$ cat src/hli_pkg.sv
// Constants and types shared by the data link interrupt status and enable block.
package hli_pkg;

    // Register index of the enable register within a channel page; the channel nibble sits above it.
    localparam logic [11:0] ENABLE_INDEX_LOW = 12'hB07;
    // Register index of the status register within a channel page.
    localparam logic [11:0] STATUS_INDEX_LOW = 12'hB06;
    // Width of the register index: one channel nibble over twelve bits.
    localparam int          INDEX_WIDTH      = 16;
    // Byte address width: the byte address is four times the register index.
    localparam int          ADDR_WIDTH       = 18;
    localparam int          DATA_WIDTH       = 32;
    localparam int          REG_WIDTH        = 8;

    // Bit positions of the status register; bits 0 to 6 are shared with the enable register.
    localparam int BIT_IDLE         = 0;
    localparam int BIT_ABORT        = 1;
    localparam int BIT_FRAME_CHECK  = 2;
    localparam int BIT_RX_END       = 3;
    localparam int BIT_TX_END       = 4;
    localparam int BIT_RX_START     = 5;
    localparam int BIT_TX_START     = 6;
    localparam int BIT_MESSAGE_KIND = 7;

    // Values after reset.
    localparam logic [6:0] FLAGS_RESET  = 7'h00;
    localparam logic [6:0] ENABLE_RESET = 7'h00;
    localparam logic [7:0] SHIFT_RESET  = 8'h00;
    localparam logic [2:0] ONES_RESET   = 3'h0;

    // Receive line patterns.
    localparam logic [7:0] IDLE_OCTET   = 8'h7E;
    localparam logic [2:0] ABORT_ONES   = 3'h7;

    // Message kind encoding in status bit 7.
    localparam logic BIT_ORIENTED_SIGNALING     = 1'b0;
    localparam logic MESSAGE_ORIENTED_SIGNALING = 1'b1;

    // Bus answer states.
    typedef enum logic [1:0] {
        HLI_BUS_IDLE = 2'b00,
        HLI_BUS_ANSWER = 2'b01
    } hli_bus_state_t;

    // Event pulses from the transmit and receive framing engines, one cycle each.
    typedef struct packed {
        logic transmit_start_flag;
        logic receive_start_flag;
        logic transmit_end_flag;
        logic receive_end_flag;
        logic frame_check_fail_flag;
    } hli_engine_events_t;

endpackage

$ cat src/hli_irq_status.sv
// Data link status flags, interrupt enables and Avalon-MM register slave for one channel.
`timescale 1ns/1ns

// Function
// Frame check failure sets status bit 2.
// Seven consecutive ones set abort bit 1.
// Received octet 0x7E sets idle bit 0.
// Software reads idle plus end as complete.
// Flags sticky, cleared by read, reset zero.
// Enable bit 6 gates transmit start interrupt.
// Enable bit 5 gates receive start interrupt.
// Enable bit 4 gates transmit end interrupt.
// Enable bit 3 gates receive end interrupt.
// Enable bit 2 gates frame check interrupt.
// Enable bit 1 gates abort interrupt.
// Enable bit 0 gates idle interrupt.
// Seven enables read/write, reset zero, bit 7 reserved.
// Message end or buffer full sets bit 3.
// Transmit start sets bit 6, end bit 4.
// Status bit 7 shows message kind, read-only.
// Interrupt high while enabled flag set.
module hli_irq_status #(
    parameter logic [3:0] CHANNEL = 4'h0
) (
    input  wire logic                             clk_sys,
    input  wire logic                             rst,
    input  wire logic [hli_pkg::ADDR_WIDTH-1:0]   avs_address,
    input  wire logic                             avs_read,
    input  wire logic                             avs_write,
    input  wire logic [hli_pkg::DATA_WIDTH-1:0]   avs_writedata,
    input  wire logic [3:0]                       avs_byteenable,
    output logic      [hli_pkg::DATA_WIDTH-1:0]   avs_readdata,
    output logic                                  avs_waitrequest,
    input  wire hli_pkg::hli_engine_events_t      engine_events,
    input  wire logic                             receive_buffer_full,
    input  wire logic                             message_kind_bit,
    input  wire logic                             rx_line_bit,
    input  wire logic                             rx_line_valid,
    output logic                                  irq
);

    localparam logic [hli_pkg::INDEX_WIDTH-1:0] ENABLE_INDEX = {CHANNEL, hli_pkg::ENABLE_INDEX_LOW};
    localparam logic [hli_pkg::INDEX_WIDTH-1:0] STATUS_INDEX = {CHANNEL, hli_pkg::STATUS_INDEX_LOW};

    // Register index of a byte address; the two low bits select a byte lane and are ignored.
    function automatic logic [hli_pkg::INDEX_WIDTH-1:0] index_of(input logic [hli_pkg::ADDR_WIDTH-1:0] addr);
        index_of = addr[hli_pkg::ADDR_WIDTH-1:2];
    endfunction

    // Receive line monitor: octet shift register and run of ones.
    logic [7:0] shift;
    logic [7:0] next_shift;
    logic [2:0] ones;
    logic [2:0] next_ones;
    logic       idle_seen;
    logic       abort_seen;

    always_comb begin
        next_shift = shift;
        next_ones  = ones;
        idle_seen  = 1'b0;
        abort_seen = 1'b0;
        if (rx_line_valid) begin
            next_shift = {shift[6:0], rx_line_bit};
            // A run longer than seven keeps reporting abort every further one bit.
            if (!rx_line_bit) begin
                next_ones = hli_pkg::ONES_RESET;
            end else if (ones != hli_pkg::ABORT_ONES) begin
                next_ones = ones + 3'h1;
            end
            idle_seen  = (next_shift == hli_pkg::IDLE_OCTET);
            abort_seen = rx_line_bit && (ones >= 3'h6);
        end
    end

    always_ff @(posedge clk_sys) begin
        if (rst) begin
            shift <= hli_pkg::SHIFT_RESET;
            ones  <= hli_pkg::ONES_RESET;
        end else begin
            shift <= next_shift;
            ones  <= next_ones;
        end
    end

    // Gather all events into the status bit layout.
    logic [6:0] events;

    always_comb begin
        events                             = 7'h00;
        events[hli_pkg::BIT_IDLE]          = idle_seen;
        events[hli_pkg::BIT_ABORT]         = abort_seen;
        events[hli_pkg::BIT_FRAME_CHECK]   = engine_events.frame_check_fail_flag;
        events[hli_pkg::BIT_RX_END]        = engine_events.receive_end_flag || receive_buffer_full;
        events[hli_pkg::BIT_TX_END]        = engine_events.transmit_end_flag;
        events[hli_pkg::BIT_RX_START]      = engine_events.receive_start_flag;
        events[hli_pkg::BIT_TX_START]      = engine_events.transmit_start_flag;
    end

    // Bus slave: every access answers in the cycle after it is seen, with one wait cycle.
    hli_pkg::hli_bus_state_t bus_state;
    hli_pkg::hli_bus_state_t next_bus_state;
    logic [hli_pkg::DATA_WIDTH-1:0] readdata;
    logic [hli_pkg::DATA_WIDTH-1:0] next_readdata;
    logic                           hit_status;
    logic                           hit_enable;
    logic                           answering;

    assign hit_status = (index_of(avs_address) == STATUS_INDEX);
    assign hit_enable = (index_of(avs_address) == ENABLE_INDEX);
    assign answering  = (bus_state == hli_pkg::HLI_BUS_ANSWER);

    // Flags and enables.
    logic [6:0] flags;
    logic [6:0] next_flags;
    logic [6:0] enable;
    logic [6:0] next_enable;
    logic [6:0] clear_mask;
    logic       irq_reg;
    logic       next_irq;

    always_comb begin
        next_bus_state = bus_state;
        next_readdata  = readdata;
        case (bus_state)
            hli_pkg::HLI_BUS_IDLE: begin
                if (avs_read || avs_write) begin
                    next_bus_state = hli_pkg::HLI_BUS_ANSWER;
                    next_readdata  = '0;
                    if (avs_read && hit_status) begin
                        next_readdata[7:0] = {message_kind_bit, flags};
                    end else if (avs_read && hit_enable) begin
                        // Reserved bit 7 reads as zero.
                        next_readdata[7:0] = {1'b0, enable};
                    end
                end
            end
            hli_pkg::HLI_BUS_ANSWER: begin
                next_bus_state = hli_pkg::HLI_BUS_IDLE;
            end
            default: begin
                next_bus_state = hli_pkg::HLI_BUS_IDLE;
            end
        endcase
    end

    always_ff @(posedge clk_sys) begin
        if (rst) begin
            bus_state <= hli_pkg::HLI_BUS_IDLE;
            readdata  <= '0;
        end else begin
            bus_state <= next_bus_state;
            readdata  <= next_readdata;
        end
    end

    assign avs_waitrequest = (avs_read || avs_write) && !answering;
    assign avs_readdata    = readdata;

    always_comb begin
        clear_mask  = 7'h00;
        next_enable = enable;
        if (answering && avs_read && hit_status) begin
            // Only flags that the read actually returned are cleared, so an event after the snapshot survives.
            clear_mask = readdata[6:0];
        end
        if (answering && avs_write && hit_status && avs_byteenable[0]) begin
            clear_mask = avs_writedata[6:0];
        end
        if (answering && avs_write && hit_enable && avs_byteenable[0]) begin
            next_enable = avs_writedata[6:0];
        end
        // A new event wins over a clear in the same cycle.
        next_flags = (flags & ~clear_mask) | events;
        next_irq   = |(next_flags & next_enable);
    end

    always_ff @(posedge clk_sys) begin
        if (rst) begin
            flags   <= hli_pkg::FLAGS_RESET;
            enable  <= hli_pkg::ENABLE_RESET;
            irq_reg <= 1'b0;
        end else begin
            flags   <= next_flags;
            enable  <= next_enable;
            irq_reg <= next_irq;
        end
    end

    assign irq = irq_reg;

    // Checks.
    a_frame_check_sets: assert property (@(posedge clk_sys) disable iff (rst)
        engine_events.frame_check_fail_flag |=> flags[hli_pkg::BIT_FRAME_CHECK])
        else $error("Frame check failure did not set its flag.");

    a_abort_run_sets: assert property (@(posedge clk_sys) disable iff (rst)
        (rx_line_valid && rx_line_bit && ones >= 3'h6) |=> flags[hli_pkg::BIT_ABORT])
        else $error("Seven ones did not set the abort flag.");

    a_abort_short_quiet: assert property (@(posedge clk_sys) disable iff (rst)
        (ones < 3'h6 || !rx_line_bit || !rx_line_valid) |-> !abort_seen)
        else $error("Abort reported before seven ones.");

    a_ones_saturate: assert property (@(posedge clk_sys) disable iff (rst)
        (rx_line_valid && rx_line_bit && ones == 3'h7) |=> (ones == 3'h7))
        else $error("Run of ones counter wrapped.");

    a_zero_ends_run: assert property (@(posedge clk_sys) disable iff (rst)
        (rx_line_valid && !rx_line_bit) |=> (ones == 3'h0))
        else $error("A zero bit did not end the run of ones.");

    a_idle_octet_sets: assert property (@(posedge clk_sys) disable iff (rst)
        (rx_line_valid && {shift[6:0], rx_line_bit} == hli_pkg::IDLE_OCTET) |=> flags[hli_pkg::BIT_IDLE])
        else $error("Idle octet did not set the idle flag.");

    a_line_quiet_holds: assert property (@(posedge clk_sys) disable iff (rst)
        !rx_line_valid |=> (shift == $past(shift) && ones == $past(ones)))
        else $error("Line monitor moved without a valid bit.");

    a_read_clears_flags: assert property (@(posedge clk_sys) disable iff (rst)
        (answering && avs_read && hit_status && events == 7'h00) |=> ((flags & $past(readdata[6:0])) == 7'h00))
        else $error("Status read did not clear the flags it returned.");

    a_flags_hold_set: assert property (@(posedge clk_sys) disable iff (rst)
        (flags != 7'h00 && !(answering && hit_status)) |=> ((flags & $past(flags)) == $past(flags)))
        else $error("A status flag dropped without a clear.");

    a_no_spurious_set: assert property (@(posedge clk_sys) disable iff (rst)
        ##1 ((flags & ~$past(flags) & ~$past(events)) == 7'h00))
        else $error("A status flag rose without its event.");

    a_event_beats_clear: assert property (@(posedge clk_sys) disable iff (rst)
        ##1 ((flags & $past(events)) == $past(events)))
        else $error("An event was lost against a clear.");

    a_write_one_clears: assert property (@(posedge clk_sys) disable iff (rst)
        (answering && avs_write && hit_status && avs_byteenable[0] && events == 7'h00)
        |=> ((flags & $past(avs_writedata[6:0])) == 7'h00))
        else $error("Writing ones did not clear the flags.");

    a_status_reads_back: assert property (@(posedge clk_sys) disable iff (rst)
        (!answering && avs_read && hit_status) |=> (avs_readdata[6:0] == $past(flags)))
        else $error("Status read did not return the flags.");

    a_tx_start_gate: assert property (@(posedge clk_sys) disable iff (rst)
        (flags[hli_pkg::BIT_TX_START] && enable[hli_pkg::BIT_TX_START]) |-> irq)
        else $error("Enabled transmit start did not interrupt.");

    a_disabled_irq_low: assert property (@(posedge clk_sys) disable iff (rst)
        (enable == 7'h00 && next_enable == 7'h00) |=> !irq)
        else $error("Interrupt raised with all enables clear.");

    a_rx_start_gate: assert property (@(posedge clk_sys) disable iff (rst)
        (flags[hli_pkg::BIT_RX_START] && enable[hli_pkg::BIT_RX_START]) |-> irq)
        else $error("Enabled receive start did not interrupt.");

    a_rx_start_sets: assert property (@(posedge clk_sys) disable iff (rst)
        engine_events.receive_start_flag |=> flags[hli_pkg::BIT_RX_START])
        else $error("Receive start did not set its flag.");

    a_tx_end_gate: assert property (@(posedge clk_sys) disable iff (rst)
        (flags[hli_pkg::BIT_TX_END] && enable[hli_pkg::BIT_TX_END]) |-> irq)
        else $error("Enabled transmit end did not interrupt.");

    a_rx_end_gate: assert property (@(posedge clk_sys) disable iff (rst)
        (flags[hli_pkg::BIT_RX_END] && enable[hli_pkg::BIT_RX_END]) |-> irq)
        else $error("Enabled receive end did not interrupt.");

    a_frame_check_gate: assert property (@(posedge clk_sys) disable iff (rst)
        (flags[hli_pkg::BIT_FRAME_CHECK] && enable[hli_pkg::BIT_FRAME_CHECK]) |-> irq)
        else $error("Enabled frame check failure did not interrupt.");

    a_abort_gate: assert property (@(posedge clk_sys) disable iff (rst)
        (flags[hli_pkg::BIT_ABORT] && enable[hli_pkg::BIT_ABORT]) |-> irq)
        else $error("Enabled abort did not interrupt.");

    a_idle_gate: assert property (@(posedge clk_sys) disable iff (rst)
        (flags[hli_pkg::BIT_IDLE] && enable[hli_pkg::BIT_IDLE]) |-> irq)
        else $error("Enabled idle octet did not interrupt.");

    a_enable_write_takes: assert property (@(posedge clk_sys) disable iff (rst)
        (answering && avs_write && hit_enable && avs_byteenable[0]) |=> (enable == $past(avs_writedata[6:0])))
        else $error("Enable write was not stored.");

    a_enable_holds: assert property (@(posedge clk_sys) disable iff (rst)
        !(answering && avs_write && hit_enable && avs_byteenable[0]) |=> (enable == $past(enable)))
        else $error("Enable changed without a write.");

    a_enable_reads_back: assert property (@(posedge clk_sys) disable iff (rst)
        (!answering && avs_read && hit_enable) |=> (avs_readdata[6:0] == $past(enable)))
        else $error("Enable read did not return the enables.");

    a_reserved_reads_zero: assert property (@(posedge clk_sys) disable iff (rst)
        (!answering && avs_read && hit_enable) |=> !avs_readdata[7])
        else $error("Reserved enable bit read as one.");

    a_unmapped_read_zero: assert property (@(posedge clk_sys) disable iff (rst)
        (!answering && avs_read && !hit_status && !hit_enable) |=> (avs_readdata == 32'h0))
        else $error("Unmapped read returned data.");

    a_upper_lanes_zero: assert property (@(posedge clk_sys) disable iff (rst)
        avs_readdata[31:8] == 24'h0)
        else $error("Upper read data lanes not zero.");

    a_rx_end_sets: assert property (@(posedge clk_sys) disable iff (rst)
        (engine_events.receive_end_flag || receive_buffer_full) |=> flags[hli_pkg::BIT_RX_END])
        else $error("Receive end did not set its flag.");

    a_tx_start_sets: assert property (@(posedge clk_sys) disable iff (rst)
        engine_events.transmit_start_flag |=> flags[hli_pkg::BIT_TX_START])
        else $error("Transmit start did not set its flag.");

    a_tx_end_sets: assert property (@(posedge clk_sys) disable iff (rst)
        engine_events.transmit_end_flag |=> flags[hli_pkg::BIT_TX_END])
        else $error("Transmit end did not set its flag.");

    a_kind_bit_reads: assert property (@(posedge clk_sys) disable iff (rst)
        (!answering && avs_read && hit_status) |=> (avs_readdata[7] == $past(message_kind_bit)))
        else $error("Status read returned the wrong message kind.");

    a_irq_matches_flags: assert property (@(posedge clk_sys) disable iff (rst)
        irq == |(flags & enable))
        else $error("Interrupt does not match enabled flags.");

    a_masked_no_irq: assert property (@(posedge clk_sys) disable iff (rst)
        ((flags & enable) == 7'h00) |-> !irq)
        else $error("Interrupt raised with no enabled flag.");

    a_irq_drops_on_read: assert property (@(posedge clk_sys) disable iff (rst)
        (answering && avs_read && hit_status && events == 7'h00 && (flags & ~readdata[6:0]) == 7'h00) |=> !irq)
        else $error("Interrupt stayed high after the flags were read.");

    a_answer_one_wait: assert property (@(posedge clk_sys) disable iff (rst)
        ((avs_read || avs_write) && !answering) |-> avs_waitrequest ##1 !avs_waitrequest)
        else $error("Bus answer was not given after one wait cycle.");

    a_wait_low_idle: assert property (@(posedge clk_sys) disable iff (rst)
        !(avs_read || avs_write) |-> !avs_waitrequest)
        else $error("Waitrequest high without a request.");

    a_answer_single: assert property (@(posedge clk_sys) disable iff (rst)
        answering |=> !answering)
        else $error("Bus answer state held for more than one cycle.");

    a_bus_state_legal: assert property (@(posedge clk_sys) disable iff (rst)
        (bus_state == hli_pkg::HLI_BUS_IDLE || bus_state == hli_pkg::HLI_BUS_ANSWER))
        else $error("Bus state left its legal codes.");

endmodule

$ cat config.mk
export PLATFORM = sky130hd
export DESIGN_NAME = hli_irq_status
export DESIGN_NICKNAME = d
export VERILOG_FILES = /design/src/hli_pkg.sv /design/src/hli_irq_status.sv
export SDC_FILE = /design/constraint.sdc
export NUM_CORES = 1
export LEC_CHECK = 0
export ABC_AREA = 1
export BUFFER_PORTS_ARGS = -buffer_cell sky130_fd_sc_hd__buf_2
export CORE_UTILIZATION = 41
export DETAILED_ROUTE_END_ITERATION = 10
export PLACE_DENSITY = 0.81
export SYNTH_ARGS = -nofsm -noshare
export SYNTH_HDL_FRONTEND = slang
export SYNTH_SLANG_ARGS = --single-unit
$ cat constraint.sdc
create_clock -name clk_sys -period 1.25 [get_ports clk_sys]
set_input_delay 0.0625 -clock clk_sys [delete_from_list [all_inputs] [get_ports clk_sys]]
set_output_delay 0.0625 -clock clk_sys [all_outputs]
set_load 0.01 [all_outputs]
# Word-level counts from Yosys, hierarchy flattened

Cells that the tools add are included.

Bits in registers: 34
Latch bits: 0
Input port bits: 67
Memory bits (read-only): 0
Logic and storage cells: 47
Memories: 0
Bits in writable memories: 0
Output and inout port bits: 34

Shift operators: 0
Bitwise logic cells: 5
Muxes and demuxes: 9
Reductions and logical operators: 19
$mul: 0
Eq/ne operators: 5
Magnitude comparators: 1
Div/mod/pow operators: 0
Add/sub/neg operators: 1

Operators by type and width:

| kind                   | number |
|---|---|
| $eq A16 B12 Y1 const B | 2 |
| $mux W7                | 4 |
| $and A7 B7 Y7          | 2 |
| $logic_and A1 B1 Y1    | 11 |
| $eq A8 B7 Y1 const B   | 1 |
| $mux W8                | 1 |
| $not A7 Y7             | 1 |
| $or A7 B7 Y7           | 1 |
| $reduce_or A7 Y1       | 1 |
| $mux W3                | 2 |
| $reduce_and A2 Y1      | 2 |
| $add A3 B1 Y3 const B  | 1 |
| $ge A3 B3 Y1 const B   | 1 |
| $ne A3 B3 Y1 const B   | 1 |
| $logic_not A2 Y1       | 1 |
| $logic_or A1 B1 Y1     | 2 |
| $mux W1                | 2 |
| $ne A2 B1 Y1 const B   | 1 |
| $reduce_or A2 Y1       | 1 |
| $logic_not A1 Y1       | 1 |
| $not A1 Y1             | 1 |

# Longest topological paths before layout

Depth after elaboration: 9
Gate-level depth with buffers: 13
Gate-level depth less buffers: 13

# Least setup slack after synthesis

OpenSTA, ideal clock, no wires.

Path kind: register -> register
Start: register bus_state[0]
End: register irq_reg (netlist: irq)
Arrival time: 1.220 ns
Stages on the path, launching flop included: 11
Path slack: -0.102 ns
Data required time: 1.118 ns
Cell sequence: dfxtp_1 nand3_2 inv_2 nand3_4 buf_6 nand2_1 o21ai_2 inv_1 a21oi_2 nor2_1 a21oi_1

Longest elaborated chain between the ends: 9
Elaborated cells on any way between the ends: 15
Those cells by class: mux: 3; bitwise: 4; reduce/logical: 8

Ends and longest elaborated chain:

| what                                                  | RTL line                                                            | text |
|---|---|---|
| start: declaration                                    | hli_irq_status.sv:101                                               | `hli_pkg::hli_bus_state_t bus_state;` |
| start signal: assignment                              | hli_irq_status.sv:149                                               | `bus_state <= hli_pkg::HLI_BUS_IDLE;` |
| start signal: assignment                              | hli_irq_status.sv:152                                               | `bus_state <= next_bus_state;` |
| $logic_and A1 B1 Y1, on equally long branches         | hli_irq_status.sv:163, hli_irq_status.sv:167, hli_irq_status.sv:170 |  |
| $logic_and A1 B1 Y1, on equally long branches         | hli_irq_status.sv:163, hli_irq_status.sv:167                        |  |
| $mux W7 / $logic_and A1 B1 Y1 (equally long branches) | hli_irq_status.sv:163, hli_irq_status.sv:167                        |  |
| $mux W7                                               | hli_irq_status.sv:167                                               | `if (answering && avs_write && hit_status && avs_byteenable[0]) begin` |
| $not A7 Y7                                            | hli_irq_status.sv:174                                               | `next_flags = (flags & ~clear_mask) \| events;` |
| $and A7 B7 Y7                                         | hli_irq_status.sv:174                                               |  |
| $or A7 B7 Y7                                          | hli_irq_status.sv:174                                               |  |
| $and A7 B7 Y7 *                                       | hli_irq_status.sv:175                                               | `next_irq = \|(next_flags & next_enable);` |
| $reduce_or A7 Y1 *                                    | hli_irq_status.sv:175                                               |  |
| end signal: assignment                                | hli_irq_status.sv:186                                               | `irq_reg <= next_irq;` |
| end: declaration                                      | hli_irq_status.sv:119                                               | `logic irq_reg;` |

Mark *: on every way between the ends. The rest lies on a longest branch, timed or not.
A chain may end at the register's enable or synchronous reset.

# Worst setup path in the final report

Ends and elaborated chain as after synthesis.

==> results.json <==
{
  "grt_pass1_wl_mm": 7.46,
  "io_buffer_count": 46,
  "n_fill_cell": 421,
  "synth.distinct_cells": 28,
  "drc": 20,
  "ff2ff_setup_slack_ns": -0.20,
  "antenna_found_initial": 0,
  "routedWlPerCell_um": 11.9,
  "netlist_instances": 277,
  "post-route-period-util": 1.16,
  "die_x_um": 70.6,
  "grt_max_degree": 20,
  "status": "finished with violations",
  "critPathArrivalTime_ns": 1.63,
  "critPathKind": "register to register",
  "syn2layout_area_growth_pct": 35.8,
  "power_leakage_nw": 1.31,
  "grtUsageTotal": 0.189,
  "yosys_warnings": 0,
  "syn_area_um2": 1930,
  "synth.area.top_cells": "dfxtp_1 (35%), nand2_1 (11%), buf_4 (10%)",
  "first_pass_iters": 9,
  "synthTopCellsByCount": "nand2_1 (55), inv_1 (45), dfxtp_1 (34), buf_4 (26), nor2_1 (23)",
  "async_flop_share": 0,
  "cts_max_level": 2,
  "synthFlopType": "dfxtp_1",
  "first_iter_violations": 136,
  "yosysSeqAreaShare": 0.352,
  "clockRootBuffer": "clkbuf_8",
  "routed_via_density": 4.80,
  "cts_buffers": 5,
  "worstPathMaxFanout": 3,
  "clk_latency_ns": 0.29,
  "finalSetupViolCount": 6,
  "max_freq_ghz": 0.691,
  "place_congestion": 0.853,
  "synth_edf_count": 0,
  "die-area_um2": 4990,
  "grt_pass1_vias": 1752,
  "pre_cts_slack_ns": -0.196,
  "layout_setup_ws_ns": -0.198,
  "core_um2": 4440,
  "synth-seq-cells": 34,
  "intPower_mw": 2.09,
  "power_density_nw_per_um2": 1060,
  "power_mw": 2.77,
  "violations": "DRC, setup timing",
  "hold_viol": 0,
  "synth.most_common_cell": "nand2_1",
  "maxSlewViolCount": 0,
  "p_clk_frac": 0.444,
  "fin_crit_ns": 1.45,
  "clk_path_buf_depth": 2,
  "largest_reg_flops": 8,
  "comb_power_share": 0.135,
  "hold_buffers": 0,
  "rows": 24,
  "end_kind": "register",
  "yosys.area.top_type": "dfxtp_1",
  "critPathLaunchType": "register",
  "crit_required_ns": 1.43,
  "peakVddDrop_mv": 0.667,
  "rsz0062_at_grt": "yes",
  "antenna_left": 0,
  "hold_path.class": "input port to register",
  "netSwitchingFraction": 0.247,
  "grt_overflow": 0,
  "diodes": 0,
  "path_clk_slew_ns": 0.08,
  "cap_violations": 0,
  "hpwl_mm": 3.55,
  "fin_nets": 421,
  "skew_ns": 0.00789,
  "ioPinCount": 101,
  "syn_avg_cell_area_um2": 6.97,
  "cts_tree": "built",
  "netlist.area_leader.share": 0.352,
  "seqPwrFrac": 0.421,
  "switching_power_mw": 0.683,
  "drive_above_1_share": 0.355,
  "initial_utilization": 0.435,
  "wl_mm": 4.82,
  "fp.dieH_um": 70.6,
  "num_vias": 1938,
  "cts.sink_count": 34
}
-- critical path, cell delays in order, from the launching register on --
cell and delay [ns]:
dfxtp_4 0.37, nand3_4 0.11, buf_4 0.16, nor2_2 0.15, nand2_1 0.09, nand3_2 0.09, nand2_1 0.06, nand2_1 0.07
nand2_2 0.07, nor2_4 0.09, a21oi_2 0.06
-- logic make-up after synthesis --
| group | Yosys count | share of synthesized area |
|---|---|---|
| buffers and inverters | 78 | 0.206 |
| adder cells (fa/ha/maj) | 3 | 0.0194 |
| flip-flops | 34 | 0.352 |
| other | 1 | 0.00194 |
| AO/OA/AOI/OAI | 48 | 0.146 |
| AND/OR/NAND/NOR | 113 | 0.274 |
-- worst paths after layout --
| check | startpoint | end | depth (start not counted) |
|---|---|---|---|
| setup reg to reg | bus_state[0]$_SDFFE_PP0N_ | irq$_SDFF_PP0_ | 10 |
| setup / recovery | bus_state[0]$_SDFFE_PP0N_ | irq$_SDFF_PP0_ | 10 |
| hold reg to reg | shift[0]$_SDFFE_PP0P_ | shift[0]$_SDFFE_PP0P_ | 2 |
| hold / removal | message_kind_bit | avs_readdata[7]$_SDFFE_PP0P_ | 3 |
-- stage by stage --
stage	hold WS, ns	cells	cell area (µm²)	setup TNS [ns]	utilization
4_1_cts	0.0272	400	2480	-0.367	0.558
3_3_place_gp	0.335	392	2330	-0.997	0.524
6_report	0.0274	404	2620	-0.505	0.590
3_5_place_dp	0.343	392	2330	-1.61	0.524
2_1_floorplan	0.203	300	2040	0	-
5_1_grt	0.0439	404	2620	-1.06	0.590
-- cell usage in the layout, fill, tap and decap left out, types with 7 or more instances in the layout --
cell,instances
a21oi_1,16
buf_2,46
buf_4,26
conb_1,24
dfxtp_1,32
inv_1,42
nand2_1,44
nand2_2,7
nand3_1,9
nand4_1,12
nor2_1,21
o21ai_0,12
-- power groups by stage --
stage	clock network (mW)	registers, mW	logic, mW
after floorplan	0	1.19	0.238
after global placement	0	1.19	0.333
after CTS	1.24	1.16	0.342
final	1.23	1.17	0.374
after detailed placement	0	1.19	0.339
after global routing	1.30	1.17	0.417
-- cell type report --
| type | count | area [µm²] | area share |
|---|---|---|---|
| clock buffer | 5 | 68.8 | 0.0262 |
| inverter | 46 | 175 | 0.0668 |
| tap | 52 | 65.1 | 0.0248 |
| clock inverter | 3 | 68.8 | 0.0262 |
| sequential | 34 | 686 | 0.261 |
| multi-input combinational | 188 | 1060 | 0.405 |
| timing repair buffer | 76 | 497 | 0.189 |
-- metal layers --
layer / track usage / share of wire
met1: 0.217 / 0.42
met2: 0.351 / 0.51
met3: 0.0484 / 0.061
met4: 0.0489 / 0.010
met5: 0 / 0
-- repair_timing --
item                                    in CTS  in global routing
setup buffers                                0                  5
endpoints found under the setup margin       9                 21
pin swaps                                    1                 10
resized for setup                            7                 31
Note: power is estimated with default switching activity, not from simulation.
